$ cat config.mk
export PLATFORM = sky130hd
export DESIGN_NAME = mpi_mac_pins
export DESIGN_NICKNAME = d
export VERILOG_FILES = /design/src/mpi_mac_pins.v
export VERILOG_INCLUDE_DIRS = /design/src
export SDC_FILE = /design/constraint.sdc
export NUM_CORES = 1
export LEC_CHECK = 0
export ABC_AREA = 1
export BUFFER_PORTS_ARGS = -buffer_cell sky130_fd_sc_hd__buf_2
export CAP_MARGIN = 20
export CORE_MARGIN = 2
export CORE_UTILIZATION = 35
export DETAILED_ROUTE_END_ITERATION = 10
export GPL_TIMING_DRIVEN = 0
export PLACE_DENSITY = 0.63
export SKIP_LAST_GASP = 1
export SYNTH_ARGS = -nofsm -noshare
export SYNTH_HDL_FRONTEND = slang
export SYNTH_SLANG_ARGS = --single-unit
export TNS_END_PERCENT = 50
$ cat constraint.sdc
create_clock -name ref_clk -period 2.2 [get_ports ref_clk]
set_input_delay 0.22 -clock ref_clk [delete_from_list [all_inputs] [get_ports ref_clk]]
set_output_delay 0.22 -clock ref_clk [all_outputs]
set_load 0.005 [all_outputs]
$ cat src/mpi_mac_pins_map.vh
// constants for the mii pin interface block
`ifndef MPI_MAC_PINS_MAP_VH
`define MPI_MAC_PINS_MAP_VH
`define MPI_CLK_PERIOD_NS 10
`define MPI_MDC_HALF_NS 200
`define MPI_MDC_HALF_CYC ((`MPI_MDC_HALF_NS + `MPI_CLK_PERIOD_NS - 1) / `MPI_CLK_PERIOD_NS)
`define MPI_MGMT_BITS 7'h40
`define MPI_MGMT_TA_BIT 7'h2e
`define MPI_MGMT_RD_FIRST 7'h31
`define MPI_MGMT_PREAMBLE 32'hffffffff
`define MPI_MGMT_SOF 2'h1
`define MPI_MGMT_OP_WR 2'h1
`define MPI_MGMT_OP_RD 2'h2
`define MPI_MGMT_TA_WR 2'h2
`define MPI_MGMT_TA_RD 2'h0
`define MPI_SER_LAST 2'h3
`endif

$ cat src/mpi_mac_pins.v
// mii pin interface of the ethernet controller: tx, rx, status and management
`timescale 1ns/1ps
`default_nettype none
`include "mpi_mac_pins_map.vh"
// Operation
// - tx enable rises in the same tx clock period as the first preamble nibble on the data lines.
// - after the last nibble, tx enable drops before the next rising tx clock edge.
// - in mii mode the four tx data lines carry one nibble per tx clock, meaningful only with tx enable.
// - in 10 Mbps mode data goes out serially on tx data bit 0 alone while tx enable is high.
// - all tx outputs are launched relative to the phy-supplied tx clock.
// - rx data valid, rx data and rx error are sampled on the phy-supplied rx clock.
// - in mii mode an rx nibble is accepted only on rx clock cycles with data valid high.
// - in 10 Mbps mode serial rx data comes from rx data bit 0 alone, qualified by data valid.
// - rx error with data valid marks the frame errored; rx error without data valid is ignored.
// - tx error with tx enable makes the phy send illegal symbols; it has no effect at 10 Mbps or without enable.
// - carrier sense high means the medium is busy.
// - the management clock is driven out and management data moves in step with it.
// - after reset the management data pin is undriven until a transfer needs to drive it.
module mpi_mac_pins
(
   input wire ref_clk,
   input wire rst_n,
   input wire serialMode,
   input wire fullDuplex,
   input wire txValid,
   input wire [3:0] txData,
   input wire txLast,
   input wire txErr,
   output wire txReady,
   output wire rxValid,
   output wire [3:0] rxData,
   output wire rxFrameEnd,
   output wire rxFrameErr,
   output wire collisionSeen,
   output wire mediumBusy,
   input wire mgmtStart,
   input wire mgmtWrite,
   input wire [4:0] mgmtPhyAddr,
   input wire [4:0] mgmtRegAddr,
   input wire [15:0] mgmtWrData,
   output wire mgmtBusy,
   output wire mgmtDone,
   output wire [15:0] mgmtRdData,
   input wire tx_clock_in,
   output wire tx_enable_out,
   output wire tx_data_bit0,
   output wire [2:0] tx_data_upper,
   output wire tx_error_out,
   input wire collision_in,
   input wire rx_clock_in,
   input wire rx_data_valid_in,
   input wire rx_data_bit0,
   input wire [2:0] rx_data_upper,
   input wire rx_error_in,
   input wire carrier_sense_in,
   output wire mgmt_clock_out,
   input wire mgmt_data_in,
   output wire mgmt_data_out,
   output wire mgmt_data_oe
);
   localparam [31:0] MDC_HALF = `MPI_MDC_HALF_CYC;
   localparam ST_IDLE = 1'b0, ST_RUN = 1'b1;
   // every pin input passes two flops before any logic sees it
   wire [10:0] pinIn = {tx_clock_in, rx_clock_in, rx_data_valid_in, rx_error_in, rx_data_upper,
      rx_data_bit0, collision_in, carrier_sense_in, mgmt_data_in};
   wire [10:0] pinSync;
   genvar gi;
   generate
      for (gi = 0; gi < 11; gi = gi + 1)
      begin : g_sync
         reg meta_ff, stable_ff;
         always @(posedge ref_clk or negedge rst_n)
         begin
            if (!rst_n)
            begin
               meta_ff <= 1'b0;
               stable_ff <= 1'b0;
            end
            else
            begin
               meta_ff <= pinIn[gi];
               stable_ff <= meta_ff;
            end
         end
         assign pinSync[gi] = stable_ff;
      end
   endgenerate
   wire txClkS = pinSync[10];
   wire rxClkS = pinSync[9];
   wire rxDvS = pinSync[8];
   wire rxErS = pinSync[7];
   wire [3:0] rxNibS = pinSync[6:3];
   wire colS = pinSync[2];
   wire crsS = pinSync[1];
   wire mdiS = pinSync[0];

   reg txClkD_ff, rxClkD_ff;
   always @(posedge ref_clk or negedge rst_n)
   begin
      if (!rst_n)
      begin
         txClkD_ff <= 1'b0;
         rxClkD_ff <= 1'b0;
      end
      else
      begin
         txClkD_ff <= txClkS;
         rxClkD_ff <= rxClkS;
      end
   end
   // launch on the falling edge so the phy sees stable data at its rising edge
   wire txFall = txClkD_ff & ~txClkS;
   wire rxRise = ~rxClkD_ff & rxClkS;

   // transmit path
   reg txEn_ff, txLast_ff, txD0_ff, txEr_ff;
   reg [3:0] txNib_ff;
   reg [1:0] txBit_ff;
   reg [2:0] txUp_ff;
   wire txMidNib = serialMode & (txBit_ff != `MPI_SER_LAST);
   wire txLoadPt = txFall & (~txEn_ff | (~txMidNib & ~txLast_ff));
   assign txReady = txLoadPt;
   wire txLoad = txLoadPt & txValid;
   always @(posedge ref_clk or negedge rst_n)
   begin
      if (!rst_n)
      begin
         txEn_ff <= 1'b0;
         txNib_ff <= 4'h0;
         txLast_ff <= 1'b0;
         txBit_ff <= 2'h0;
         txD0_ff <= 1'b0;
         txUp_ff <= 3'h0;
         txEr_ff <= 1'b0;
      end
      else if (txFall)
      begin
         if (txLoad)
         begin
            // first nibble and enable go out on the same edge
            txEn_ff <= 1'b1;
            txNib_ff <= txData;
            txLast_ff <= txLast;
            txBit_ff <= 2'h0;
            txD0_ff <= txData[0];
            txUp_ff <= serialMode ? 3'h0 : txData[3:1];
            txEr_ff <= txErr & ~serialMode;
         end
         else if (txEn_ff & txMidNib)
         begin
            txBit_ff <= txBit_ff + 2'h1;
            txD0_ff <= txNib_ff[txBit_ff + 2'h1];
         end
         else
         begin
            // dropped at the fall after the last nibble, ahead of the next rise
            txEn_ff <= 1'b0;
            txD0_ff <= 1'b0;
            txUp_ff <= 3'h0;
            txEr_ff <= 1'b0;
            txLast_ff <= 1'b0;
         end
      end
   end
   assign tx_enable_out = txEn_ff;
   assign tx_data_bit0 = txD0_ff;
   assign tx_data_upper = txUp_ff;
   assign tx_error_out = txEr_ff;

   // receive path
   reg rxIn_ff, rxErrAcc_ff, rxValid_ff, rxEnd_ff, rxErrOut_ff;
   reg [3:0] rxSh_ff, rxData_ff;
   reg [1:0] rxBit_ff;
   always @(posedge ref_clk or negedge rst_n)
   begin
      if (!rst_n)
      begin
         rxIn_ff <= 1'b0;
         rxErrAcc_ff <= 1'b0;
         rxSh_ff <= 4'h0;
         rxBit_ff <= 2'h0;
         rxValid_ff <= 1'b0;
         rxData_ff <= 4'h0;
         rxEnd_ff <= 1'b0;
         rxErrOut_ff <= 1'b0;
      end
      else
      begin
         rxValid_ff <= 1'b0;
         rxEnd_ff <= 1'b0;
         if (rxRise)
         begin
            if (rxDvS)
            begin
               rxIn_ff <= 1'b1;
               // error only counts alongside data valid; a new frame starts clean
               rxErrAcc_ff <= (rxIn_ff & rxErrAcc_ff) | rxErS;
               if (serialMode)
               begin
                  rxSh_ff <= {rxNibS[0], rxSh_ff[3:1]};
                  rxBit_ff <= rxIn_ff ? rxBit_ff + 2'h1 : 2'h1;
                  if (rxIn_ff & (rxBit_ff == `MPI_SER_LAST))
                  begin
                     rxValid_ff <= 1'b1;
                     rxData_ff <= {rxNibS[0], rxSh_ff[3:1]};
                  end
               end
               else
               begin
                  rxValid_ff <= 1'b1;
                  rxData_ff <= rxNibS;
               end
            end
            else if (rxIn_ff)
            begin
               // valid dropped: frame over, leftover serial bits are discarded
               rxIn_ff <= 1'b0;
               rxEnd_ff <= 1'b1;
               rxErrOut_ff <= rxErrAcc_ff;
               rxErrAcc_ff <= 1'b0;
               rxBit_ff <= 2'h0;
            end
         end
      end
   end
   assign rxValid = rxValid_ff;
   assign rxData = rxData_ff;
   assign rxFrameEnd = rxEnd_ff;
   assign rxFrameErr = rxErrOut_ff;

   // medium status, already synchronised
   reg col_ff, crs_ff;
   always @(posedge ref_clk or negedge rst_n)
   begin
      if (!rst_n)
      begin
         col_ff <= 1'b0;
         crs_ff <= 1'b0;
      end
      else
      begin
         col_ff <= colS & ~fullDuplex;
         crs_ff <= crsS;
      end
   end
   assign collisionSeen = col_ff;
   assign mediumBusy = crs_ff;

   // management transfer: data changes on clock fall, phy samples on rise
   reg mState_ff, mClk_ff, mRead_ff, mOut_ff, mOe_ff, mDone_ff;
   reg [4:0] mDiv_ff;
   reg [6:0] mBit_ff;
   reg [63:0] mSh_ff;
   reg [15:0] mRd_ff;
   wire mTick = (mDiv_ff == (MDC_HALF[4:0] - 5'h1));
   always @(posedge ref_clk or negedge rst_n)
   begin
      if (!rst_n)
      begin
         mState_ff <= ST_IDLE;
         mDiv_ff <= 5'h0;
         mClk_ff <= 1'b0;
         mBit_ff <= 7'h0;
         mSh_ff <= 64'h0;
         mRead_ff <= 1'b0;
         mOut_ff <= 1'b0;
         mOe_ff <= 1'b0;
         mRd_ff <= 16'h0;
         mDone_ff <= 1'b0;
      end
      else
      begin
         mDone_ff <= 1'b0;
         case (mState_ff)
            ST_IDLE:
            begin
               mClk_ff <= 1'b0;
               mDiv_ff <= 5'h0;
               mOe_ff <= 1'b0;
               if (mgmtStart)
               begin
                  mState_ff <= ST_RUN;
                  mRead_ff <= ~mgmtWrite;
                  mOut_ff <= 1'b1;
                  mOe_ff <= 1'b1;
                  mBit_ff <= 7'h1;
                  mSh_ff <= {`MPI_MGMT_PREAMBLE, `MPI_MGMT_SOF,
                     mgmtWrite ? `MPI_MGMT_OP_WR : `MPI_MGMT_OP_RD, mgmtPhyAddr, mgmtRegAddr,
                     mgmtWrite ? `MPI_MGMT_TA_WR : `MPI_MGMT_TA_RD, mgmtWrite ? mgmtWrData : 16'h0} << 1;
               end
            end
            ST_RUN:
            begin
               mDiv_ff <= mTick ? 5'h0 : mDiv_ff + 5'h1;
               if (mTick)
               begin
                  mClk_ff <= ~mClk_ff;
                  if (mClk_ff)
                  begin
                     // sample at the fall that closes each read data bit
                     if (mRead_ff & (mBit_ff >= `MPI_MGMT_RD_FIRST))
                        mRd_ff <= {mRd_ff[14:0], mdiS};
                     if (mBit_ff == `MPI_MGMT_BITS)
                     begin
                        mState_ff <= ST_IDLE;
                        mOe_ff <= 1'b0;
                        mOut_ff <= 1'b0;
                        mDone_ff <= 1'b1;
                     end
                     else
                     begin
                        mOut_ff <= mSh_ff[63];
                        mSh_ff <= {mSh_ff[62:0], 1'b0};
                        mBit_ff <= mBit_ff + 7'h1;
                        // release the pin from turnaround on for a read
                        mOe_ff <= ~(mRead_ff & (mBit_ff >= `MPI_MGMT_TA_BIT));
                     end
                  end
               end
            end
            default:
               mState_ff <= ST_IDLE;
         endcase
      end
   end
   assign mgmt_clock_out = mClk_ff;
   assign mgmt_data_out = mOut_ff;
   assign mgmt_data_oe = mOe_ff;
   assign mgmtBusy = mState_ff;
   assign mgmtDone = mDone_ff;
   assign mgmtRdData = mRd_ff;
endmodule // mpi_mac_pins
`default_nettype wire

# After elaboration in Yosys (flattened, before gate mapping)

Cells that the tools add are included.

Input port bits: 50
Flip-flop bits (word level): 152
Logic and storage cells: 175
Output and inout port bits: 37

Mux-type cells: 64
Add/subtract/negate cells: 4
$lt $le $gt $ge: 3
Bitwise operators: 27
Reduce and logical (&&, ||, !) cells: 15
Equal/unequal tests: 11

Operators by type and width:

| kind                                                | count |
|---|---|
| two-way mux 64 bit                                  | 4 |
| one-hot mux 64 bit (2 select lines)                 | 1 |
| two-way mux 1 bit                                   | 33 |
| two-way mux 7 bit                                   | 4 |
| two-way mux 16 bit                                  | 1 |
| two-way mux 2 bit                                   | 8 |
| AND reduction 3 bit                                 | 5 |
| >= comparator 7 x 6 -> 1 bit, second input constant | 2 |
| one-hot mux 7 bit (2 select lines)                  | 1 |
| bitwise AND 1 bit                                   | 13 |
| NOT 1 bit                                           | 12 |
| AND reduction 2 bit                                 | 6 |
| != test 2 bit, second input constant                | 5 |
| one-hot mux 5 bit (2 select lines)                  | 1 |
| two-way mux 3 bit                                   | 3 |
| two-way mux 4 bit                                   | 2 |
| one-hot mux 1 bit (2 select lines)                  | 4 |
| AND reduction 4 bit                                 | 2 |
| adder 7 x 1 -> 7 bit, second input constant         | 1 |
| == test 7 bit, second input constant                | 1 |
| != test 2 x 1 -> 1 bit, second input constant       | 3 |
| adder 5 x 1 -> 5 bit, second input constant         | 1 |
| == test 5 bit, second input constant                | 1 |
| two-way mux 5 bit                                   | 1 |
| other kinds (6)                                     | 9 |

# Logic depth before layout (Yosys ltp)

Depth in word-level cells: 9
Gate-level depth with buffers: 11
Gate-level depth less buffers: 10

# Worst setup path after synthesis

Ideal clock, no wire load.

Path type: reg2reg
Start: register mBit_ff[0]
End: register mBit_ff[0]
Setup time: 117 ps
Clock period less this slack: 1,594 ps
Data required time: 2,083 ps
Path buffers: 2
Cell stages (with the launch flop): 12
Arrival time: 1,477 ps
Slack: 606 ps
Cell sequence: dfrtp_1 > inv_1 > ha_1 > nand2_1 > inv_1 > nand3_1 > nor2_2 > nor2_4 > buf_6 > buf_6 > nand2_1 > nand2_1

Cells in the longest elaborated chain, start to end: 5
Elaborated cells on any way between the ends: 8
Classes of those cells: add/sub (1); eq/ne (2); mux (4); reduce/logical (1)

RTL lines:

| element                            | RTL line           | source |
|---|---|---|
| start, declared                    | mpi_mac_pins.v:252 | `reg [6:0] mBit_ff;` |
| start signal, assigned             | mpi_mac_pins.v:314 | `mBit_ff <= mBit_ff + 7'h1;` |
| adder 7 x 1 -> 7 bit               | mpi_mac_pins.v:314 |  |
| two-way mux 7 bit                  | mpi_mac_pins.v:303 | `` if (mBit_ff == `MPI_MGMT_BITS) `` |
| two-way mux 7 bit                  | mpi_mac_pins.v:298 | `if (mClk_ff)` |
| two-way mux 7 bit                  | mpi_mac_pins.v:295 | `if (mTick)` |
| one-hot mux 7 bit (2 select lines) | mpi_mac_pins.v:274 | `case (mState_ff)` |

Several ways; a longest one is shown, not always the timed one. The select of a mux whose other input is x is not followed.
A chain may end at the register's enable or synchronous reset.

# Final worst setup path

Start: register txBit_ff[0]
End: output txReady

Cells in the longest elaborated chain, start to end: 6

RTL lines:

| element                 | RTL line           | source |
|---|---|---|
| start, declared         | mpi_mac_pins.v:118 | `reg [1:0] txBit_ff;` |
| start signal, assigned  | mpi_mac_pins.v:151 | `txBit_ff <= txBit_ff + 2'h1;` |
| != test 2 bit (no line) | -                  |  |
| bitwise AND 1 bit       | mpi_mac_pins.v:120 | `` wire txMidNib = serialMode & (txBit_ff != `MPI_SER_LAST); `` |
| NOT 1 bit               | mpi_mac_pins.v:121 | `wire txLoadPt = txFall & (~txEn_ff \| (~txMidNib & ~txLast_ff));` |
| bitwise AND 1 bit       | mpi_mac_pins.v:121 |  |
| bitwise OR 1 bit        | mpi_mac_pins.v:121 |  |
| bitwise AND 1 bit       | mpi_mac_pins.v:121 |  |
| end, declared           | mpi_mac_pins.v:29  | `output wire txReady,` |

No other way between the ends.

==> run metrics <==
Seq pwr share 43.0%; Switch Pwr 2.16 mW; syn_nets 816; H-tree depth 4; RSZ-0062 raised after global routing false; Area after DPL 7210 um^2; dpl ws 157 ps; Crit. End Element output pin; All-Layer GR Usage 14.5%; die height 140 um; RR Endpoint mSh_ff[49]; clk buf depth 2; Pre-antenna DRT Iters 4; vias in the first global route 4844; prevailing post-synth register cell dfrtp_1; Detailed Place HPWL 8710 um; Num CTS Buffers 17; cell area after synthesis 6470 um^2; # diodes 0; critical path type reg -> out; Period minus WS final 1910 ps; MaxCap Viol Count 0; WL final 13400 um; DR vias 5009; outcome completed; synthesized area per cell 8.52 um^2; CP required 1980 ps; PostCTS Resize Cnt 0; cell-internal power 6.04 mW; IO buf count 85; final worst-path cycle share 87.0%; drt wl/cell 12.0 um; gr ovfl total 0; CP max stage cell dfrtp_1; fraction of layout instances using a drive strength above 1 20.5%; Synth Register Bits 150; clk sink count 150; Starting Density 35.9%; number of fill cells in the layout 1772; area of the multi-input gates 2430 um^2; Post-synth EDFFs 0; Nets 936; initial drt markers 216; Post-synth ARST share 100%; total negative slack 0 ps; Final Hold Vio Count 0; LEAKAGE 4.53 nW; max-slew violations 0; worst setup margin 286 ps; Worst R2R Start mBit_ff[0]; antenna violations before repair 0; Max Clk Rate 523 MHz; largest net degree at the start of global routing 93; Synth cell types 30; Switching Fraction 26.3%; Vias/cell 4.48; die footprint 19600 um^2; Slew @ Worst Pin 545 ps; CP Max Fanout 7; FP Rows 49; Clk network pwr share 39.6%; Hold Path Depth 3; min-delay worst type in -> reg; worst reg2reg setup slack 290 ps; Layout Area Growth over Synthesis 23.9%; Syn Inst Count 759; Crit. Startpoint txBit_ff[0]; worst reg-to-reg path cell count 11; setup clock skew after layout 12.9 ps; clk root buf clkbuf_16; combinational group share of total power 17.4%; clock latency on the worst-skew pair 420 ps; critical-path cell list ha_1 > nand3b_1 > nand2_1 > nor2_1 > buf_2; Worst slew margin 63.6%; I/O pin total 87; PwrDens 1020 nW/um^2; antenna-violating nets left 0; sequential area share after synthesis 58.0%; GPL Wtd Cong 0.750; YS warnings 0; Design Area, Final 8020 um^2; crit path to txReady; maximum vdd drop 719 uV; core area 18000 um^2; Max stage delay on crit path 440 ps; CP arrival 1690 ps; startpoint types flop; die width 140 um; endpoints failing setup 0; DRC 0; Clock Pin Slew Worst Setup and Hold Paths 60 ps; first-pass GRT wire length 23200 um; Sequential Area 3750 um^2; CTS tree yes
==> sequential cells by signal, summed over array words and instances, names as in the netlist, 3 cells and up <==
register and cells:
mgmtRdData 16, g_sync.stable_ff 9, mSh_ff 63, rxSh_ff 3, txNib_ff 4, mDiv_ff 5, mBit_ff 7, tx_data_upper 3
rxData 4, g_sync.meta_ff 11
==> cell families after synthesis <==
kind of cell             Yosys count  share of synthesized area, %
AO/OA/AOI/OAI                     29                          2.57
buffers and inverters             59                          4.45
adder cells (fa/ha/maj)            7                          1.35
flip-flops                       150                          58.0
XOR/XNOR                           4                         0.542
AND/OR/NAND/NOR                  510                          33.1
==> critical path, delay by kind of cell, from the launching register on <==
| kind | cells | cell delay [ps] |
|---|---|---|
| adder cells (fa/ha/maj) | 1 | 210 |
| flip-flops | 1 | 440 |
| buffers and inverters | 1 | 120 |
| AND/OR/NAND/NOR | 3 | 500 |
==> worst min-delay path by stage <==
stage                                start                end  slack (ps)
after detailed placement             rst_n      tx_enable_out         230
after floorplan                      rst_n               colS         -80
after global placement    rx_data_upper[2]  g_sync[6].meta_ff         330
after CTS                        txData[3]        txNib_ff[3]          10
after global routing             txData[0]        txNib_ff[0]          50
final                            txData[3]        txNib_ff[3]          30
==> cell usage after synthesis, types with 2 or more instances <==
cell type	n	area share, %
nand2_1	383	22
dfrtp_1	150	58
nand3_1	32	2.5
nor2_1	32	1.9
or2_2	32	3.1
inv_1	24	1.4
nand4_1	19	1.8
o21ai_0	14	1.1
buf_2	11	0.85
clkbuf_1	10	0.58
ha_1	7	1.4
a21oi_1	6	0.46
buf_4	6	0.70
a31oi_1	4	0.39
buf_6	4	0.70
inv_2	3	0.17
nand2_4	2	0.35
nand3_2	2	0.31
nor2_2	2	0.19
nor2_4	2	0.35
nor3_1	2	0.15
o21a_1	2	0.23
xnor2_1	2	0.27
xor2_1	2	0.27
==> final cells by class <==
type | count | area share [%]
Sequential cell | 150 | 46.8
Buffer | 31 | 2.28
Inverter | 28 | 1.31
Tap cell | 229 | 3.57
Timing Repair Buffer | 101 | 7.57
Clock inverter | 10 | 2.53
Clock buffer | 19 | 5.65
Multi-Input combinational cell | 550 | 30.3
==> routing by layer <==
layer | vias to the layer above | wire [um] | GRT usage [%] | part of all wire (%)
li1 | 2603 | - | - | -
met1 | 2296 | 6620 | 20.0 | 49
met2 | 100 | 6050 | 22.3 | 45
met3 | 10 | 558 | 3.97 | 4.2
met4 | 0 | 154 | 4.47 | 1.2
met5 | - | 0 | 0 | 0
==> repair_timing <==
item	CTS	global route
setup endpoints to repair	0	10
setup buffers	0	1
hold buffers	14	0
hold endpoints to repair	71	0
==> per-stage QoR <==
| step | power, mW | hold slack, ps | util [%] | std cells |
|---|---|---|---|---|
| global route | 8.69 | 47.9 | 44.5 | 1118 |
| floorplan | 4.50 | -75.6 | - | 759 |
| finish | 8.19 | 29.2 | 44.5 | 1118 |
| global placement | 4.91 | 329 | 39.8 | 1073 |
| detailed placement | 4.96 | 233 | 40.0 | 1074 |
| CTS | 8.27 | 12.5 | 44.4 | 1117 |
==> placed cells by master (no fill, tap or decap), types with 3 or more instances in the layout <==
master         instances
ha_1                   7
nand3_1               32
inv_2                  3
buf_2                 95
nor2_1                32
o21ai_0               14
clkinv_2               3
bufinv_16              6
dfrtp_1              150
a21oi_1                6
or2_2                 32
inv_1                 24
nand4_1               19
dlygate4sd3_1         14
buf_4                  7
a31oi_1                4
buf_6                  5
clkbuf_1              10
clkbuf_16             17
nand2_1              383
==> power by group through the flow <==
stage | Combinational [mW] | Clock [mW] | Sequential [mW]
2_1_floorplan | 0.993 | 0 | 3.51
3_3_place_gp | 1.36 | 0 | 3.55
3_5_place_dp | 1.40 | 0 | 3.56
4_1_cts | 1.43 | 3.32 | 3.52
5_1_grt | 1.66 | 3.44 | 3.59
6_report | 1.43 | 3.25 | 3.52
Power figures use the tool's default switching activity.
